[src/core/stc_consts.vh]
// constants for the split timer and timer control block
`ifndef STC_CONSTS_VH
`define STC_CONSTS_VH

// register indices; byte address is four times the index
`define STC_IDX_TCTL 10'h088
`define STC_IDX_MODE 10'h089
`define STC_IDX_LOA 10'h08A
`define STC_IDX_HIA 10'h08B
`define STC_IDX_TL1 10'h08C
`define STC_IDX_TH1 10'h08D
`define STC_IDX_CFG 10'h08E
`define STC_IDX_TSET 10'h08F
`define STC_IDX_TCLR 10'h090
`define STC_IDX_ISTAT 10'h091
`define STC_IDX_ICLR 10'h092
`define STC_IDX_IEN 10'h093

// timer_control_status fields
`define STC_OVF_B 7
`define STC_RUN_B 6
`define STC_OVF_A 5
`define STC_RUN_A 4
`define STC_EXT_FLAG_B 3
`define STC_EXT_TYPE_B 2
`define STC_EXT_FLAG_A 1
`define STC_EXT_TYPE_A 0

// timer_mode_select_reg fields
`define STC_GATE_B 7
`define STC_CT1 6
`define STC_M1_HI 5
`define STC_M1_LO 4
`define STC_GATE_A 3
`define STC_CT0 2
`define STC_M0_HI 1
`define STC_M0_LO 0

// configuration fields
`define STC_CFG_SYS0 0
`define STC_CFG_SYS1 1
`define STC_CFG_POLA 2
`define STC_CFG_POLB 3

// interrupt status fields
`define STC_EV_OVF0 0
`define STC_EV_OVF1 1
`define STC_EV_EXTA 2
`define STC_EV_EXTB 3

// timer modes
`define STC_MODE_13 2'h0
`define STC_MODE_16 2'h1
`define STC_MODE_RELOAD 2'h2
`define STC_MODE_SPLIT 2'h3

// reset values
`define STC_TCTL_RST 8'h00
`define STC_MODE_RST 8'h00
`define STC_CFG_RST 4'h0
`define STC_CNT_RST 8'h00
`define STC_INT_RST 4'h0

// prescaled clock divides the core clock by this count
`define STC_PRESCALE_DIV 8'h0C

`endif

[src/core/stc_timer.v]
// timer pair with split mode, control register and avalon slave
//
// Functional notes
// split mode: two independent 8-bit counters
// low byte uses first run, source, gate, flag
// high byte times only, never external input
// high byte run by second run bit
// high byte overflow sets second overflow flag
// split: second timer no flag, no external
// second overflow pulse still delivered out
// split: second runs modes 0-2, halts 3
// overflow flags, software or vector clear
// run bits enable and disable timers
// external flags by level or edge
// control resets zero, single-bit set/clear
// count when run and gate satisfied
// external count on synced falling edge
`timescale 1ns/1ns
`include "stc_consts.vh"
module stc_timer (
  input wire core_clk,
  input wire rst_n,
  input wire [11:0] avs_address,
  input wire avs_read,
  input wire avs_write,
  input wire [31:0] avs_writedata,
  input wire [3:0] avs_byteenable,
  output reg [31:0] avs_readdata,
  output reg avs_waitrequest,
  input wire firstCountPin,
  input wire secondCountPin,
  input wire extIrqAInput,
  input wire extIrqBInput,
  input wire firstVectorAck,
  input wire secondVectorAck,
  output wire firstTimerIrq,
  output wire secondTimerIrq,
  output wire extIrqAReq,
  output wire extIrqBReq,
  output reg secondOverflowPulse,
  output reg irq
);

  // one counting step: {overflow, high byte, low byte}
  function [16:0] stepCount;
    input [1:0] mode;
    input [15:0] cnt;
    reg [13:0] wide13;
    reg [16:0] wide16;
    reg [8:0] low9;
    begin
      wide13 = {1'b0, cnt[15:8], cnt[4:0]} + 14'h0001;
      wide16 = {1'b0, cnt} + 17'h00001;
      low9 = {1'b0, cnt[7:0]} + 9'h001;
      case (mode)
        `STC_MODE_13: begin
          stepCount = {wide13[13], wide13[12:5], cnt[7:5], wide13[4:0]};
        end
        `STC_MODE_16: begin
          stepCount = wide16;
        end
        `STC_MODE_RELOAD: begin
          if (low9[8]) begin
            stepCount = {1'b1, cnt[15:8], cnt[15:8]};
          end else begin
            stepCount = {1'b0, cnt[15:8], low9[7:0]};
          end
        end
        default: begin
          stepCount = {low9[8], cnt[15:8], low9[7:0]};
        end
      endcase
    end
  endfunction

  reg [7:0] tctl_q;
  reg [7:0] tctl_d;
  reg [7:0] modeSel_q;
  reg [3:0] cfg_q;
  reg [7:0] cntLoA_q;
  reg [7:0] cntLoA_d;
  reg [7:0] cntHiA_q;
  reg [7:0] cntHiA_d;
  reg [7:0] tl1_q;
  reg [7:0] tl1_d;
  reg [7:0] th1_q;
  reg [7:0] th1_d;
  reg [3:0] intStat_q;
  reg [3:0] intStat_d;
  reg [3:0] intEn_q;
  reg [7:0] preCnt_q;
  reg [31:0] readMux;

  wire t0Level;
  wire t0Prev;
  wire t1Level;
  wire t1Prev;
  wire intALevel;
  wire intAPrev;
  wire intBLevel;
  wire intBPrev;

  stc_pin_sync syncT0 (
    .core_clk(core_clk),
    .rst_n(rst_n),
    .pinIn(firstCountPin),
    .syncLevel(t0Level),
    .prevLevel(t0Prev)
  );

  stc_pin_sync syncT1 (
    .core_clk(core_clk),
    .rst_n(rst_n),
    .pinIn(secondCountPin),
    .syncLevel(t1Level),
    .prevLevel(t1Prev)
  );

  stc_pin_sync syncIntA (
    .core_clk(core_clk),
    .rst_n(rst_n),
    .pinIn(extIrqAInput),
    .syncLevel(intALevel),
    .prevLevel(intAPrev)
  );

  stc_pin_sync syncIntB (
    .core_clk(core_clk),
    .rst_n(rst_n),
    .pinIn(extIrqBInput),
    .syncLevel(intBLevel),
    .prevLevel(intBPrev)
  );

  // bus decode; a write lands on the edge where waitrequest is low
  wire [9:0] regIdx = avs_address[11:2];
  wire wrEn = avs_write & ~avs_waitrequest & avs_byteenable[0];
  wire [7:0] wrByte = avs_writedata[7:0];
  wire wrTctl = wrEn & (regIdx == `STC_IDX_TCTL);
  wire wrTset = wrEn & (regIdx == `STC_IDX_TSET);
  wire wrTclr = wrEn & (regIdx == `STC_IDX_TCLR);
  wire wrModeSel = wrEn & (regIdx == `STC_IDX_MODE);
  wire wrLoA = wrEn & (regIdx == `STC_IDX_LOA);
  wire wrHiA = wrEn & (regIdx == `STC_IDX_HIA);
  wire wrTl1 = wrEn & (regIdx == `STC_IDX_TL1);
  wire wrTh1 = wrEn & (regIdx == `STC_IDX_TH1);
  wire wrCfg = wrEn & (regIdx == `STC_IDX_CFG);
  wire wrIclr = wrEn & (regIdx == `STC_IDX_ICLR);
  wire wrIen = wrEn & (regIdx == `STC_IDX_IEN);

  // count sources
  wire preTick = (preCnt_q == (`STC_PRESCALE_DIV - 8'h01));
  wire clkTick0 = cfg_q[`STC_CFG_SYS0] | preTick;
  wire clkTick1 = cfg_q[`STC_CFG_SYS1] | preTick;
  // falling edges
  wire t0Fall = t0Prev & ~t0Level;
  wire t1Fall = t1Prev & ~t1Level;

  // external inputs at configured polarity
  wire actA = cfg_q[`STC_CFG_POLA] ? intALevel : ~intALevel;
  wire actAPrev = cfg_q[`STC_CFG_POLA] ? intAPrev : ~intAPrev;
  wire actB = cfg_q[`STC_CFG_POLB] ? intBLevel : ~intBLevel;
  wire actBPrev = cfg_q[`STC_CFG_POLB] ? intBPrev : ~intBPrev;

  wire [1:0] mode0 = modeSel_q[`STC_M0_HI:`STC_M0_LO];
  wire [1:0] mode1 = modeSel_q[`STC_M1_HI:`STC_M1_LO];
  wire split = (mode0 == `STC_MODE_SPLIT);

  // gate control; R02 low byte keeps first timer controls
  wire run0 = tctl_q[`STC_RUN_A] & (~modeSel_q[`STC_GATE_A] | actA);
  // external source select
  wire tick0 = modeSel_q[`STC_CT0] ? t0Fall : clkTick0;
  wire [16:0] step0 = stepCount(mode0, {cntHiA_q, cntLoA_q});
  wire cnt0 = run0 & tick0;
  // low byte wraps alone in split mode
  wire ovf0 = cnt0 & step0[16];

  // high byte on core or prescaled clock; R04 second run bit
  wire runHi = split & tctl_q[`STC_RUN_B] & clkTick0;
  wire [8:0] hiNext = {1'b0, cntHiA_q} + 9'h001;
  wire ovfHi = runHi & hiNext[8];

  // mode field alone runs the second timer while split
  wire run1Split = (mode1 != `STC_MODE_SPLIT);
  // normal run control
  wire run1Norm = tctl_q[`STC_RUN_B] & (~modeSel_q[`STC_GATE_B] | actB) &
                  (mode1 != `STC_MODE_SPLIT);
  wire run1 = split ? run1Split : run1Norm;
  // no external clocking while split
  wire tick1 = (modeSel_q[`STC_CT1] & ~split) ? t1Fall : clkTick1;
  wire [16:0] step1 = stepCount(mode1, {th1_q, tl1_q});
  wire cnt1 = run1 & tick1;
  wire ovf1 = cnt1 & step1[16];

  // flag source for the second overflow
  wire tf1Set = split ? ovfHi : ovf1;

  // level or edge event
  wire ieASet = tctl_q[`STC_EXT_TYPE_A] ? (actA & ~actAPrev) : actA;
  wire ieBSet = tctl_q[`STC_EXT_TYPE_B] ? (actB & ~actBPrev) : actB;

  wire [3:0] events = {ieBSet, ieASet, tf1Set, ovf0};

  // counter next values; bus writes win over counting
  always @* begin
    cntLoA_d = cntLoA_q;
    cntHiA_d = cntHiA_q;
    tl1_d = tl1_q;
    th1_d = th1_q;
    if (cnt0) begin
      cntLoA_d = step0[7:0];
      if (!split) begin
        cntHiA_d = step0[15:8];
      end
    end
    if (runHi) begin
      cntHiA_d = hiNext[7:0];
    end
    if (cnt1) begin
      tl1_d = step1[7:0];
      th1_d = step1[15:8];
    end
    if (wrLoA) begin
      cntLoA_d = wrByte;
    end
    if (wrHiA) begin
      cntHiA_d = wrByte;
    end
    if (wrTl1) begin
      tl1_d = wrByte;
    end
    if (wrTh1) begin
      th1_d = wrByte;
    end
  end

  // control register: software, then vector clears, then hardware sets
  always @* begin
    tctl_d = tctl_q;
    // whole write or single-bit set and clear
    if (wrTctl) begin
      tctl_d = wrByte;
    end
    if (wrTset) begin
      tctl_d = tctl_q | wrByte;
    end
    if (wrTclr) begin
      tctl_d = tctl_q & ~wrByte;
    end
    // cleared on vector
    if (firstVectorAck) begin
      tctl_d[`STC_OVF_A] = 1'b0;
    end
    if (secondVectorAck) begin
      tctl_d[`STC_OVF_B] = 1'b0;
    end
    // overflow sets flag, set beats clear
    if (ovf0) begin
      tctl_d[`STC_OVF_A] = 1'b1;
    end
    // high byte or second timer overflow
    if (tf1Set) begin
      tctl_d[`STC_OVF_B] = 1'b1;
    end
    // external flags
    if (ieASet) begin
      tctl_d[`STC_EXT_FLAG_A] = 1'b1;
    end
    if (ieBSet) begin
      tctl_d[`STC_EXT_FLAG_B] = 1'b1;
    end
  end

  // sticky event status, write-one clear, set wins
  always @* begin
    intStat_d = intStat_q;
    if (wrIclr) begin
      intStat_d = intStat_q & ~avs_writedata[3:0];
    end
    intStat_d = intStat_d | events;
  end

  always @* begin
    readMux = 32'h00000000;
    case (regIdx)
      `STC_IDX_TCTL: readMux[7:0] = tctl_q;
      `STC_IDX_MODE: readMux[7:0] = modeSel_q;
      `STC_IDX_LOA: readMux[7:0] = cntLoA_q;
      `STC_IDX_HIA: readMux[7:0] = cntHiA_q;
      `STC_IDX_TL1: readMux[7:0] = tl1_q;
      `STC_IDX_TH1: readMux[7:0] = th1_q;
      `STC_IDX_CFG: readMux[3:0] = cfg_q;
      `STC_IDX_ISTAT: readMux[3:0] = intStat_q;
      `STC_IDX_IEN: readMux[3:0] = intEn_q;
      default: readMux = 32'h00000000;
    endcase
  end

  // avalon handshake: one wait cycle, then accept
  always @(posedge core_clk) begin
    if (!rst_n) begin
      avs_waitrequest <= 1'b1;
      avs_readdata <= 32'h00000000;
    end else if ((avs_read | avs_write) & avs_waitrequest) begin
      avs_waitrequest <= 1'b0;
      avs_readdata <= readMux;
    end else begin
      avs_waitrequest <= 1'b1;
    end
  end

  always @(posedge core_clk) begin
    if (!rst_n) begin
      preCnt_q <= 8'h00;
    end else if (preTick) begin
      preCnt_q <= 8'h00;
    end else begin
      preCnt_q <= preCnt_q + 8'h01;
    end
  end

  // control state resets to zero
  always @(posedge core_clk) begin
    if (!rst_n) begin
      tctl_q <= `STC_TCTL_RST;
      modeSel_q <= `STC_MODE_RST;
      cfg_q <= `STC_CFG_RST;
      cntLoA_q <= `STC_CNT_RST;
      cntHiA_q <= `STC_CNT_RST;
      tl1_q <= `STC_CNT_RST;
      th1_q <= `STC_CNT_RST;
      intStat_q <= `STC_INT_RST;
      intEn_q <= `STC_INT_RST;
      secondOverflowPulse <= 1'b0;
      irq <= 1'b0;
    end else begin
      tctl_q <= tctl_d;
      cntLoA_q <= cntLoA_d;
      cntHiA_q <= cntHiA_d;
      tl1_q <= tl1_d;
      th1_q <= th1_d;
      intStat_q <= intStat_d;
      if (wrModeSel) begin
        modeSel_q <= wrByte;
      end
      if (wrCfg) begin
        cfg_q <= wrByte[3:0];
      end
      if (wrIen) begin
        intEn_q <= wrByte[3:0];
      end
      // overflow pulse for baud and conversion start
      secondOverflowPulse <= ovf1;
      irq <= |(intStat_d & (wrIen ? wrByte[3:0] : intEn_q));
    end
  end

  assign firstTimerIrq = tctl_q[`STC_OVF_A];
  assign secondTimerIrq = tctl_q[`STC_OVF_B];
  assign extIrqAReq = tctl_q[`STC_EXT_FLAG_A];
  assign extIrqBReq = tctl_q[`STC_EXT_FLAG_B];

endmodule // stc_timer

[src/core/stc_pin_sync.v]
// two-stage pin synchroniser with a delayed copy for edge detection
`timescale 1ns/1ns
module stc_pin_sync (
  input wire core_clk,
  input wire rst_n,
  input wire pinIn,
  output wire syncLevel,
  output wire prevLevel
);

  reg meta_q;
  reg sync_q;
  reg prev_q;

  always @(posedge core_clk) begin
    if (!rst_n) begin
      meta_q <= 1'b1;
      sync_q <= 1'b1;
      prev_q <= 1'b1;
    end else begin
      meta_q <= pinIn;
      sync_q <= meta_q;
      prev_q <= sync_q;
    end
  end

  assign syncLevel = sync_q;
  assign prevLevel = prev_q;

endmodule // stc_pin_sync

[config.mk]
export PLATFORM = sky130hd
export DESIGN_NAME = stc_timer
export DESIGN_NICKNAME = d
export VERILOG_FILES = /design/src/core/stc_timer.v /design/src/core/stc_pin_sync.v
export VERILOG_INCLUDE_DIRS = /design/src /design/src/core
export SDC_FILE = /design/constraint.sdc
export NUM_CORES = 1
export LEC_CHECK = 0
export ABC_AREA = 1
export BUFFER_PORTS_ARGS = -buffer_cell sky130_fd_sc_hd__buf_2
export CAP_MARGIN = 10
export CORE_MARGIN = 4
export CORE_UTILIZATION = 33
export CTS_BUF_LIST = sky130_fd_sc_hd__clkbuf_8
export DETAILED_ROUTE_END_ITERATION = 10
export PLACE_DENSITY = 0.49
export SETUP_SLACK_MARGIN = 0.2
export SYNTH_ARGS = -nofsm -noshare
export SYNTH_HDL_FRONTEND = slang
export SYNTH_HIERARCHICAL = 1
export SYNTH_SLANG_ARGS = --single-unit
[constraint.sdc]
create_clock -name core_clk -period 2.38 [get_ports core_clk]
set_clock_uncertainty 0.2 [all_clocks]
set_input_delay 0.119 -clock core_clk [delete_from_list [all_inputs] [get_ports core_clk]]
set_output_delay 0.119 -clock core_clk [all_outputs]
set_load 0.02 [all_outputs]
Word level (Yosys, flattened, before mapping):

Index checks and enable logic that the tools add are counted.

* add/subtract/negate cells: 8
* eq/ne operators: 24
* muxes and demuxes: 38
* bitwise logic cells: 54
* reduce and logical (&&, ||, !) cells: 19

Operators by type and width (number)
* 10-bit by 8-bit == test with 1-bit output, second input constant: 12
* 8-bit 2-to-1 mux: 13
* 17-bit case mux with 3 select lines: 2
* 4-bit case mux with 9 select lines: 1
* 16-bit by 1-bit adder with 17-bit output, second input constant: 2
* 17-bit 2-to-1 mux: 2
* 1-bit AND: 29
* 13-bit by 1-bit adder with 14-bit output, second input constant: 2
* 8-bit by 1-bit adder with 9-bit output, second input constant: 3
* 4-bit case mux with 6 select lines: 1
* 1-bit 2-to-1 mux: 17
* 1-bit NOT: 13
* 4-bit nonzero test: 3
* 5-bit nonzero test: 2
* 3-bit nonzero test: 3
* 8-bit by 1-bit adder with 8-bit output, second input constant: 1
* 4-bit AND: 2
* 8-bit AND: 1
* 8-bit by 4-bit == test with 1-bit output, second input constant: 1
* 4-bit 2-to-1 mux: 2
* 2-bit != test, second input constant: 4
* 8-bit NOT: 1
* 8-bit OR: 1
* 2-bit == test, second input constant: 3
* other kinds (13): 22

* flip-flop bits (word level): 91
* bits of input ports: 58
* output and inout port bits: 39
* word-level logic and storage cells: 175

Depth between registers and ports, before layout:

Gate-level depths: netlist of run 1.

* depth in word-level cells: 12
* mapped depth: 13
* gate-level depth less buffers: 12

Hierarchy:

The synthesis of run 1 kept the hierarchy.

Modules (own cells, without submodules)
* stc_timer: instances 1, cells each 1028, area each 6018.3 µm², seq. area each 1581.5 µm²
* stc_pin_sync: instances 4, cells each 9, area each 82.6 µm², seq. area each 60.1 µm²

Least setup slack after synthesis of run 1:

Ideal clock, no wire load.

* path kind: flip-flop to flip-flop
* start point: register cntLoA_q[1]
* end point: register cntLoA_q[5]
* library setup time: 0.122 ns
* data arrival time: 1.542 ns
* path slack: 0.516 ns
* cell stages (with the launch flop): 11
* path buffers: 0
* path through: dfxtp_1 > ha_1 > nand2_2 > nor2_2 > nand2_2 > o21ai_0 > inv_1 > nand3_1 > nand3_1 > o21ai_0 > a21oi_1

* word-level cells in the longest chain between the ends: 5
* elaborated cells between the ends (all ways): 6

Ends and longest elaborated chain
* from (decl): line stc_timer.v:80 `reg [7:0] cntLoA_q;`
* from (signal assigned): line stc_timer.v:328 `` cntLoA_q <= `STC_CNT_RST; ``
* from (signal assigned): line stc_timer.v:338 `cntLoA_q <= cntLoA_d;`
* 8-bit by 1-bit adder with 9-bit output: line stc_timer.v:54 `low9 = {1'b0, cnt[7:0]} + 9'h001;`
* 17-bit 2-to-1 mux: line stc_timer.v:63 `if (low9[8]) begin`
* 17-bit case mux with 3 select lines *: line stc_timer.v:55 `case (mode)`
* 8-bit 2-to-1 mux *: line stc_timer.v:210 `if (cnt0) begin`
* 8-bit 2-to-1 mux *: line stc_timer.v:223 `if (wrLoA) begin`

Mark *: on every way between the ends. The rest lies on a longest branch, timed or not. The select of a mux whose other input is x is not followed.
A chain may end at the register's enable or synchronous reset.

Worst setup path in the final report of run 1:

* start point: input port avs_read
* end point: register avs_readdata[0]

* word-level cells in the longest chain between the ends: 2

Ends and longest elaborated chain
* from (decl): line stc_timer.v:24 `input wire avs_read,`
* 1-bit OR: line stc_timer.v:304 `end else if ((avs_read | avs_write) & avs_waitrequest) begin`
* 1-bit AND: line stc_timer.v:304
* to (signal assigned): line stc_timer.v:306 `avs_readdata <= readMux;`
* to (decl): line stc_timer.v:28 `output reg [31:0] avs_readdata,`

Every way passes these cells.

==> summary.md, run 1 <==
| Metric | Value |
|---|---|
| Power Internal | `2.15 mW` |
| Largest stage delay, worst path | `0.57 ns` |
| CP max FO | `6` |
| Worst slew margin | `54.1%` |
| Rows | `50` |
| Psw | `0.914 mW` |
| Starting DRC count in detailed routing | `448` |
| CTS Buf Count | `9` |
| DRC Markers | `0` |
| DIE AREA | `21,500 um^2` |
| HPWL Detailed | `17,700 um` |
| Fin. max-slew vios | `0` |
| Total Neg Setup Slack | `0 ns` |
| Area delta synth->final | `17.2%` |
| GR Overflow Total | `0` |
| Mapped Area | `6350 um^2` |
| DP Worst Slack | `0.258 ns` |
| CTS tree | `yes` |
| F_max | `485 MHz` |
| Minimum clock period | `2.06 ns` |
| Clock transition at path regs | `0.12 ns` |
| Pre-antenna DRT Iters | `4` |
| Drt wl/cell | `16.2 um` |
| GPL Wtd Cong | `0.902` |
| Clk sink count | `91` |
| Crit-path cells | `dlygate4sd3_1 > buf_2 > o21ai_0 > dlygate4sd3_1 > buf_4 > clkinvlp_4 > and2_1 > nand2_1 > a21oi_1` |
| Setup slack, reg-to-reg | `0.37 ns` |
| RSZ-0062 raised after global routing | `yes` |
| Htree depth | `3` |
| Worst EP arrival | `2.14 ns` |
| Outcome | `completed` |
| Die Y | `147 um` |
| Share of layout cells above drive strength 1 | `13.7%` |
| Gate power share | `8.7%` |
| Setup violators final | `0` |
| Clock power frac | `40.4%` |
| Initial Util | `33.7%` |
| Post-route insts no fill | `1,416` |
| Buffers on Ports | `43` |
| Sequential share of power | `50.9%` |
| Critical-path top delay cell | `dlygate4sd3_1` |
| Post-DR vias/cell | `4.94` |
| Power per Cell Area | `412 nW/um^2` |
| Switching portion of total power | `29.8%` |
| Path type of the worst min-delay path | `input port to register` |
| CTS root buffer | `clkbuf_8` |
| CP dominant cell by count | `dlygate4sd3_1` |
| Fin crit share | `86.6%` |
| Post-place instance area | `6960 um^2` |
| N_diodes | `0` |
| # IOs | `97` |
| # placed instances | `1,379` |
| VDD IR max | `0.000322 V` |
| CP Capture Type | `register` |
| Wire length of the first global-routing pass | `36,200 um` |
| Avg Inst Size Synth | `5.97 um^2` |
| Number of distinct library cells after synthesis | `40` |
| Drt total wl | `23,000 um` |
| Final Hold Fails | `0` |
| Sequential fraction of the synthesis area | `28.7%` |
| Setup slack after layout | `0.320 ns` |
| Die W | `147 um` |
| LEAKAGE | `3.31 nW` |
| Pin slew with the least headroom to its limit | `0.688 ns` |
| Largest net degree at the start of global routing | `47` |
| Clock Tree Buf Depth | `2` |
| Seq cells post-synth | `91` |
| Post-route antenna net violation count | `0` |
| Total track usage | `21.2%` |
| Core ar. | `18,800 um^2` |
| DR vias | `7,000` |
| Initial antenna violation count | `0` |
| MaxCap Viol Count | `0` |
| Post-route core utilization | `39.5%` |
| Worst skew pair latency | `0.40 ns` |
| Design Area, Final | `7440 um^2` |
| Synthesis Warnings | `6` |
| Vias in the first global route | `6,516` |
| Net count reported at finish | `1,213` |
| WS Path Type | `input port to register` |
| Synth Instances | `1,064` |
| CP required | `2.46 ns` |
| Crit start category | `input port` |
[repair_timing]
action,in CTS,in global routing
hold buffers,16,0
gates resized for setup,0,21
endpoints found under the hold margin,36,0
setup endpoints to repair,0,39
buffers inserted,0,4
[per-layer routing]
layer | vias to the layer above | global-route usage [%] | wire length [um]
met3 | 37 | 2.75 | 911
li1 | 3586 | - | -
met2 | 152 | 34.9 | 10900
met1 | 3225 | 28.3 | 10500
met5 | - | 0 | 0
met4 | 0 | 8.28 | 669
[placed cells by master, fill, tap and decap left out, types with 4 or more instances in the layout]
cell           netlist  routed
xor2_1               8       8
inv_1              128     127
a31oi_1              5       5
o21bai_1             7       7
dfxtp_2              0       4
o21ai_0             82      81
dlygate4sd3_1        0      16
nor2_1             132     127
nand2_2              8      11
nor2_4               5       7
nand3_1            107     106
o211ai_1             4       4
buf_4               26      43
nor3_1              12      12
o22ai_1              9       9
nand4_1             25      25
nand3_2              4       4
nor2_2              10      13
inv_2                5       5
conb_1               1      24
nand2_1            279     275
dfxtp_1             91      87
a21oi_1             68      68
clkbuf_8             0       9
buf_2               11      43
[worst paths after layout]
kind	startpoint	to	cells past startpoint
hold / removal	avs_address[10]	tl1_q[3]$_SDFFE_PN0P_	8
setup / recovery	avs_read	avs_readdata[0]$_SDFFE_PN0P_	9
hold reg to reg	syncT0/meta_q$_SDFF_PN1_	syncT0/syncLevel$_SDFF_PN1_	2
setup reg to reg	preCnt_q[0]$_SDFF_PP0_	tl1_q[1]$_SDFFE_PN0P_	12
[power by group through the flow]
stage,Sequential (mW),Clock [mW],Combinational [mW]
after CTS,1.56,1.27,0.262
after global placement,1.59,0,0.240
after global routing,1.56,1.33,0.295
after floorplan,1.60,0,0.158
final,1.56,1.24,0.267
after detailed placement,1.59,0,0.240
[area by class of cell]
class / count / area [um^2]
multi-input cells: 811 / 3850
repair inverters: 1 / 5.00
fillers: 2098 / 11400
well taps: 260 / 325
clock buffers: 9 / 124
repair buffers: 102 / 698
clock inverters: 7 / 103
flip-flops and latches: 91 / 1830
inverters: 135 / 512
[cells in the mapped netlist (all sizes together)]
master	instances	area [um^2]
o31ai	1	7.51
or2	1	6.26
nor4	1	6.26
buf	38	262
nand4	25	156
inv	133	499
a21oi	68	340
o22ai	9	56.3
clkinv	2	8.75
o21bai	7	52.6
nand2	288	1110
dfxtp	91	1820
xor2	8	70.1
ha	4	50.1
clkbuf	12	46.3
conb	1	3.75
a22oi	1	7.51
xnor2	3	26.3
a31oi	5	31.3
o21ai	85	429
o211ai	4	30.0
nor2	149	654
nor3b	3	22.5
nand3	111	576
nor3	13	70.1
and2	1	6.26
[registers in the layout, summed over array words and instances (netlist names), 4 cells and up]
name          cells
intEn_q           4
th1_q             8
tl1_q             8
tctl_q            8
modeSel_q         8
cntHiA_q          8
cfg_q             4
preCnt_q          8
avs_readdata      8
cntLoA_q          8
intStat_q         4
[critical path: cells and delay by family]
| family | cells | cell delay, ns |
|---|---|---|
| AO/OA/AOI/OAI | 2 | 0.20 |
| buffers and inverters | 5 | 1.51 |
| AND/OR/NAND/NOR | 2 | 0.31 |
[per-stage QoR]
step,hold WS [ns],power [mW]
after floorplan,-0.0123,1.76
final,0.0535,3.06
after CTS,0.0421,3.09
after detailed placement,0.0952,1.83
after global placement,0.0895,1.83
after global routing,0.0756,3.19
[kinds of logic after synthesis]
logic type / after synthesis / synth area share [%]
fa+ha+maj: 4 / 0.788
xor+xnor: 11 / 1.52
other cells: 1 / 0.0591
buf+inv: 185 / 12.8
simple gates: 592 / 41.1
flops: 91 / 28.7
compound gates: 180 / 15.0
Note: power is estimated with default switching activity, not from simulation.
==> inputs of run 2 (changes only) <==
--- a/config.mk
+++ b/config.mk
@@ -10,10 +10,10 @@
 export BUFFER_PORTS_ARGS = -buffer_cell sky130_fd_sc_hd__buf_2
 export CAP_MARGIN = 10
 export CORE_MARGIN = 4
-export CORE_UTILIZATION = 33
+export CORE_UTILIZATION = 60
 export CTS_BUF_LIST = sky130_fd_sc_hd__clkbuf_8
 export DETAILED_ROUTE_END_ITERATION = 10
-export PLACE_DENSITY = 0.49
+export PLACE_DENSITY = 0.82
 export SETUP_SLACK_MARGIN = 0.2
 export SYNTH_ARGS = -nofsm -noshare
 export SYNTH_HDL_FRONTEND = slang
==> run 2 against run 1 <==
Sequential share of layout area is 0.53 points higher. Final cell count is 9.0% lower. First-iteration DRC count is 120% higher. Global-route usage is 12 points higher. Fmax is 3.9% lower. Wire length is 10% lower. Register-to-register slack worse by 0.08 ns. Die area is 43% lower. Sequential cell count stayed put. Power is 3.7% lower. Sequential power hardly changed. Critical endpoint is now avs_readdata[2]$_SDFFE_PN0P_. Largest cell class unchanged. Highest routed layer unchanged.
==> summary.md, run 2 (synthesized netlist as in run 1, its figures left out) <==
| Metric | Value |
|---|---|
| Outcome | `completed` |
| DRC Markers | `0 (unchanged)` |
| Total Neg Setup Slack | `0 ns (unchanged)` |
| Initial antenna violation count | `0 (unchanged)` |
| Most frequent cells in the layout | `nand2_1 (276), inv_1 (127), nor2_1 (125)` |
| Post-DR vias/cell | `5.67 (+15%)` |
| Minimum clock period | `2.14 ns (+0.0827 ns)` |
| Rows | `37 (-26%)` |
| CTS tree | `yes` |
| Net count reported at finish | `1,210 (-0.25%)` |
| Pre-antenna DRT Iters | `6 (+2)` |
| Area of the multi-input gates | `3880 um^2 (+0.72%)` |
| Crit start category | `input port` |
| Clock transition at path regs | `0.11 ns (about the same)` |
| Total track usage | `32.8% (+12 points)` |
| CTS Buf Count | `9 (unchanged)` |
| Post-route antenna net violation count | `0 (unchanged)` |
| Post-place instance area | `6800 um^2 (-2.3%)` |
| RSZ-0062 raised after global routing | `no` |
| DIE AREA | `12,300 um^2 (-43%)` |
| Final Hold Fails | `0 (unchanged)` |
| Switching portion of total power | `29.9% (+0.042 points)` |
| Reg area | `1830 um^2 (unchanged)` |
| # IOs | `97 (unchanged)` |
| F_max | `467 MHz (-3.9%)` |
| Clock power frac | `38.2% (-2.2 points)` |
| VDD IR max | `0.000479 V (+49%)` |
| Core ar. | `10,300 um^2 (-45%)` |
| Wire length of the first global-routing pass | `32,800 um (-9.4%)` |
| Fin crit share | `90.0% (+3.5 points)` |
| Htree depth | `3 (unchanged)` |
| Clock Tree Buf Depth | `2 (unchanged)` |
| Post-route insts no fill | `1,289 (-9.0%)` |
| HPWL Detailed | `15,400 um (-13%)` |
| Power per Cell Area | `405 nW/um^2 (-1.6%)` |
| CP Capture Type | `register` |
| DR vias | `7,312 (+4.5%)` |
| CTS root buffer | `clkbuf_8` |
| Post-route core utilization | `70.6% (+31 points)` |
| GPL Wtd Cong | `0.982 (+8.8%)` |
| Drt total wl | `20,600 um (-10%)` |
| Fillers | `958 (-54%)` |
| Initial Util | `61.5% (+28 points)` |
| CP max FO | `11 (+5)` |
| Path type of the worst min-delay path | `input port to register` |
| LEAKAGE | `3.30 nW (-0.21%)` |
| Sequential share of power | `52.8% (+1.9 points)` |
| Worst EP arrival | `2.22 ns (+0.08 ns)` |
| Starting DRC count in detailed routing | `998 (+120%)` |
| N_diodes | `0 (unchanged)` |
| # placed instances | `1,254 (-9.1%)` |
| GR Overflow Total | `0 (unchanged)` |
| Gate power share | `9.0% (+0.3 points)` |
| Clk sink count | `91 (unchanged)` |
| Area delta synth->final | `14.8%` |
| WS Path Type | `input port to register` |
| Buffers on Ports | `43 (unchanged)` |
| Share of layout cells above drive strength 1 | `13.9% (+0.21 points)` |
| Commonest non-fill, non-tap cell in the layout | `nand2_1` |
| Pin slew with the least headroom to its limit | `0.747 ns (+0.0587 ns)` |
| MaxCap Viol Count | `0 (unchanged)` |
| Power Internal | `2.07 mW (-3.8%)` |
| Setup violators final | `0 (unchanged)` |
| Vias in the first global route | `6,664 (+2.3%)` |
| Die W | `111 um (-24%)` |
| Largest net degree at the start of global routing | `47 (unchanged)` |
| Fin. max-slew vios | `0 (unchanged)` |
| Psw | `0.881 mW (-3.6%)` |
| Design Area, Final | `7290 um^2 (-2.1%)` |
| Die Y | `111 um (-24%)` |
| Drt wl/cell | `16.0 um (-1.3%)` |
| Worst skew pair latency | `0.39 ns (about the same)` |
| CP required | `2.45 ns (about the same)` |
| Worst slew margin | `50.2% (-3.9 points)` |
-- run 2: cell types whose count changed in the layout (fill, tap and decap cells not counted), sizes merged --
cell	delta
buf	-2
bufinv	-1
clkbuf	+1
clkinv	-1
-- run 2: routing by layer --
| layer | vias up | GRT usage [%] | wire length, um |
|---|---|---|---|
| li1 | 3573 | - | - |
| met1 | 3291 | 41.8 | 8320 |
| met2 | 368 | 53.8 | 9460 |
| met3 | 80 | 4.59 | 1760 |
| met4 | 0 | 16.9 | 1070 |
| met5 | - | 0 | 0 |
-- run 2: cell type report --
cell class	count	area share (%)
multi-input cells	811	53.2
flip-flops and latches	91	25.1
repair buffers	100	9.55
inverters	135	7.02
well taps	136	2.34
clock buffers	10	1.89
clock inverters	6	0.910
-- run 2: worst paths after layout --
path	startpoint	to	slack [ns]	cells after the start
worst min-delay path	rst_n	syncT1/meta_q$_SDFF_PN1_	0.05	3
worst max register to register	cntHiA_q[1]$_SDFFE_PN0P_	irq$_SDFF_PN0_	0.29	11
worst min register to register	syncIntA/meta_q$_SDFF_PN1_	syncIntA/syncLevel$_SDFF_PN1_	0.22	2
worst max-delay path	avs_read	avs_readdata[2]$_SDFFE_PN0P_	0.24	9
-- run 2: timing repair --
item | CTS | global route
hold buffers | 16 | 0
setup endpoints to repair | 0 | 37
buffers inserted | 0 | 3
hold endpoints to repair | 35 | 0
resized for setup | 0 | 27
-- run 2: power by group through the flow --
stage	registers, mW	clock network, mW	logic [mW]
2_1_floorplan	1.60	0	0.158
3_3_place_gp	1.59	0	0.226
3_5_place_dp	1.59	0	0.229
4_1_cts	1.56	1.12	0.251
5_1_grt	1.56	1.19	0.287
6_report	1.56	1.13	0.266
-- run 2: stage by stage --
step / power [mW] / hold slack, ns / setup slack, ns
5_1_grt: 3.04 / 0.0680 / 0.195
6_report: 2.95 / 0.0535 / 0.237
4_1_cts: 2.93 / 0.0387 / 0.267
2_1_floorplan: 1.76 / -0.0123 / 0.516
3_3_place_gp: 1.82 / 0.0875 / 0.315
3_5_place_dp: 1.82 / 0.0936 / 0.302
-- run 2: critical path: stages --
cell	delay [ns]
dlygate4sd3_1	0.54
buf_2	0.12
o21ai_0	0.11
dlygate4sd3_1	0.58
buf_4	0.15
clkinvlp_4	0.18
and2_1	0.22
nand2_1	0.12
a21oi_1	0.08
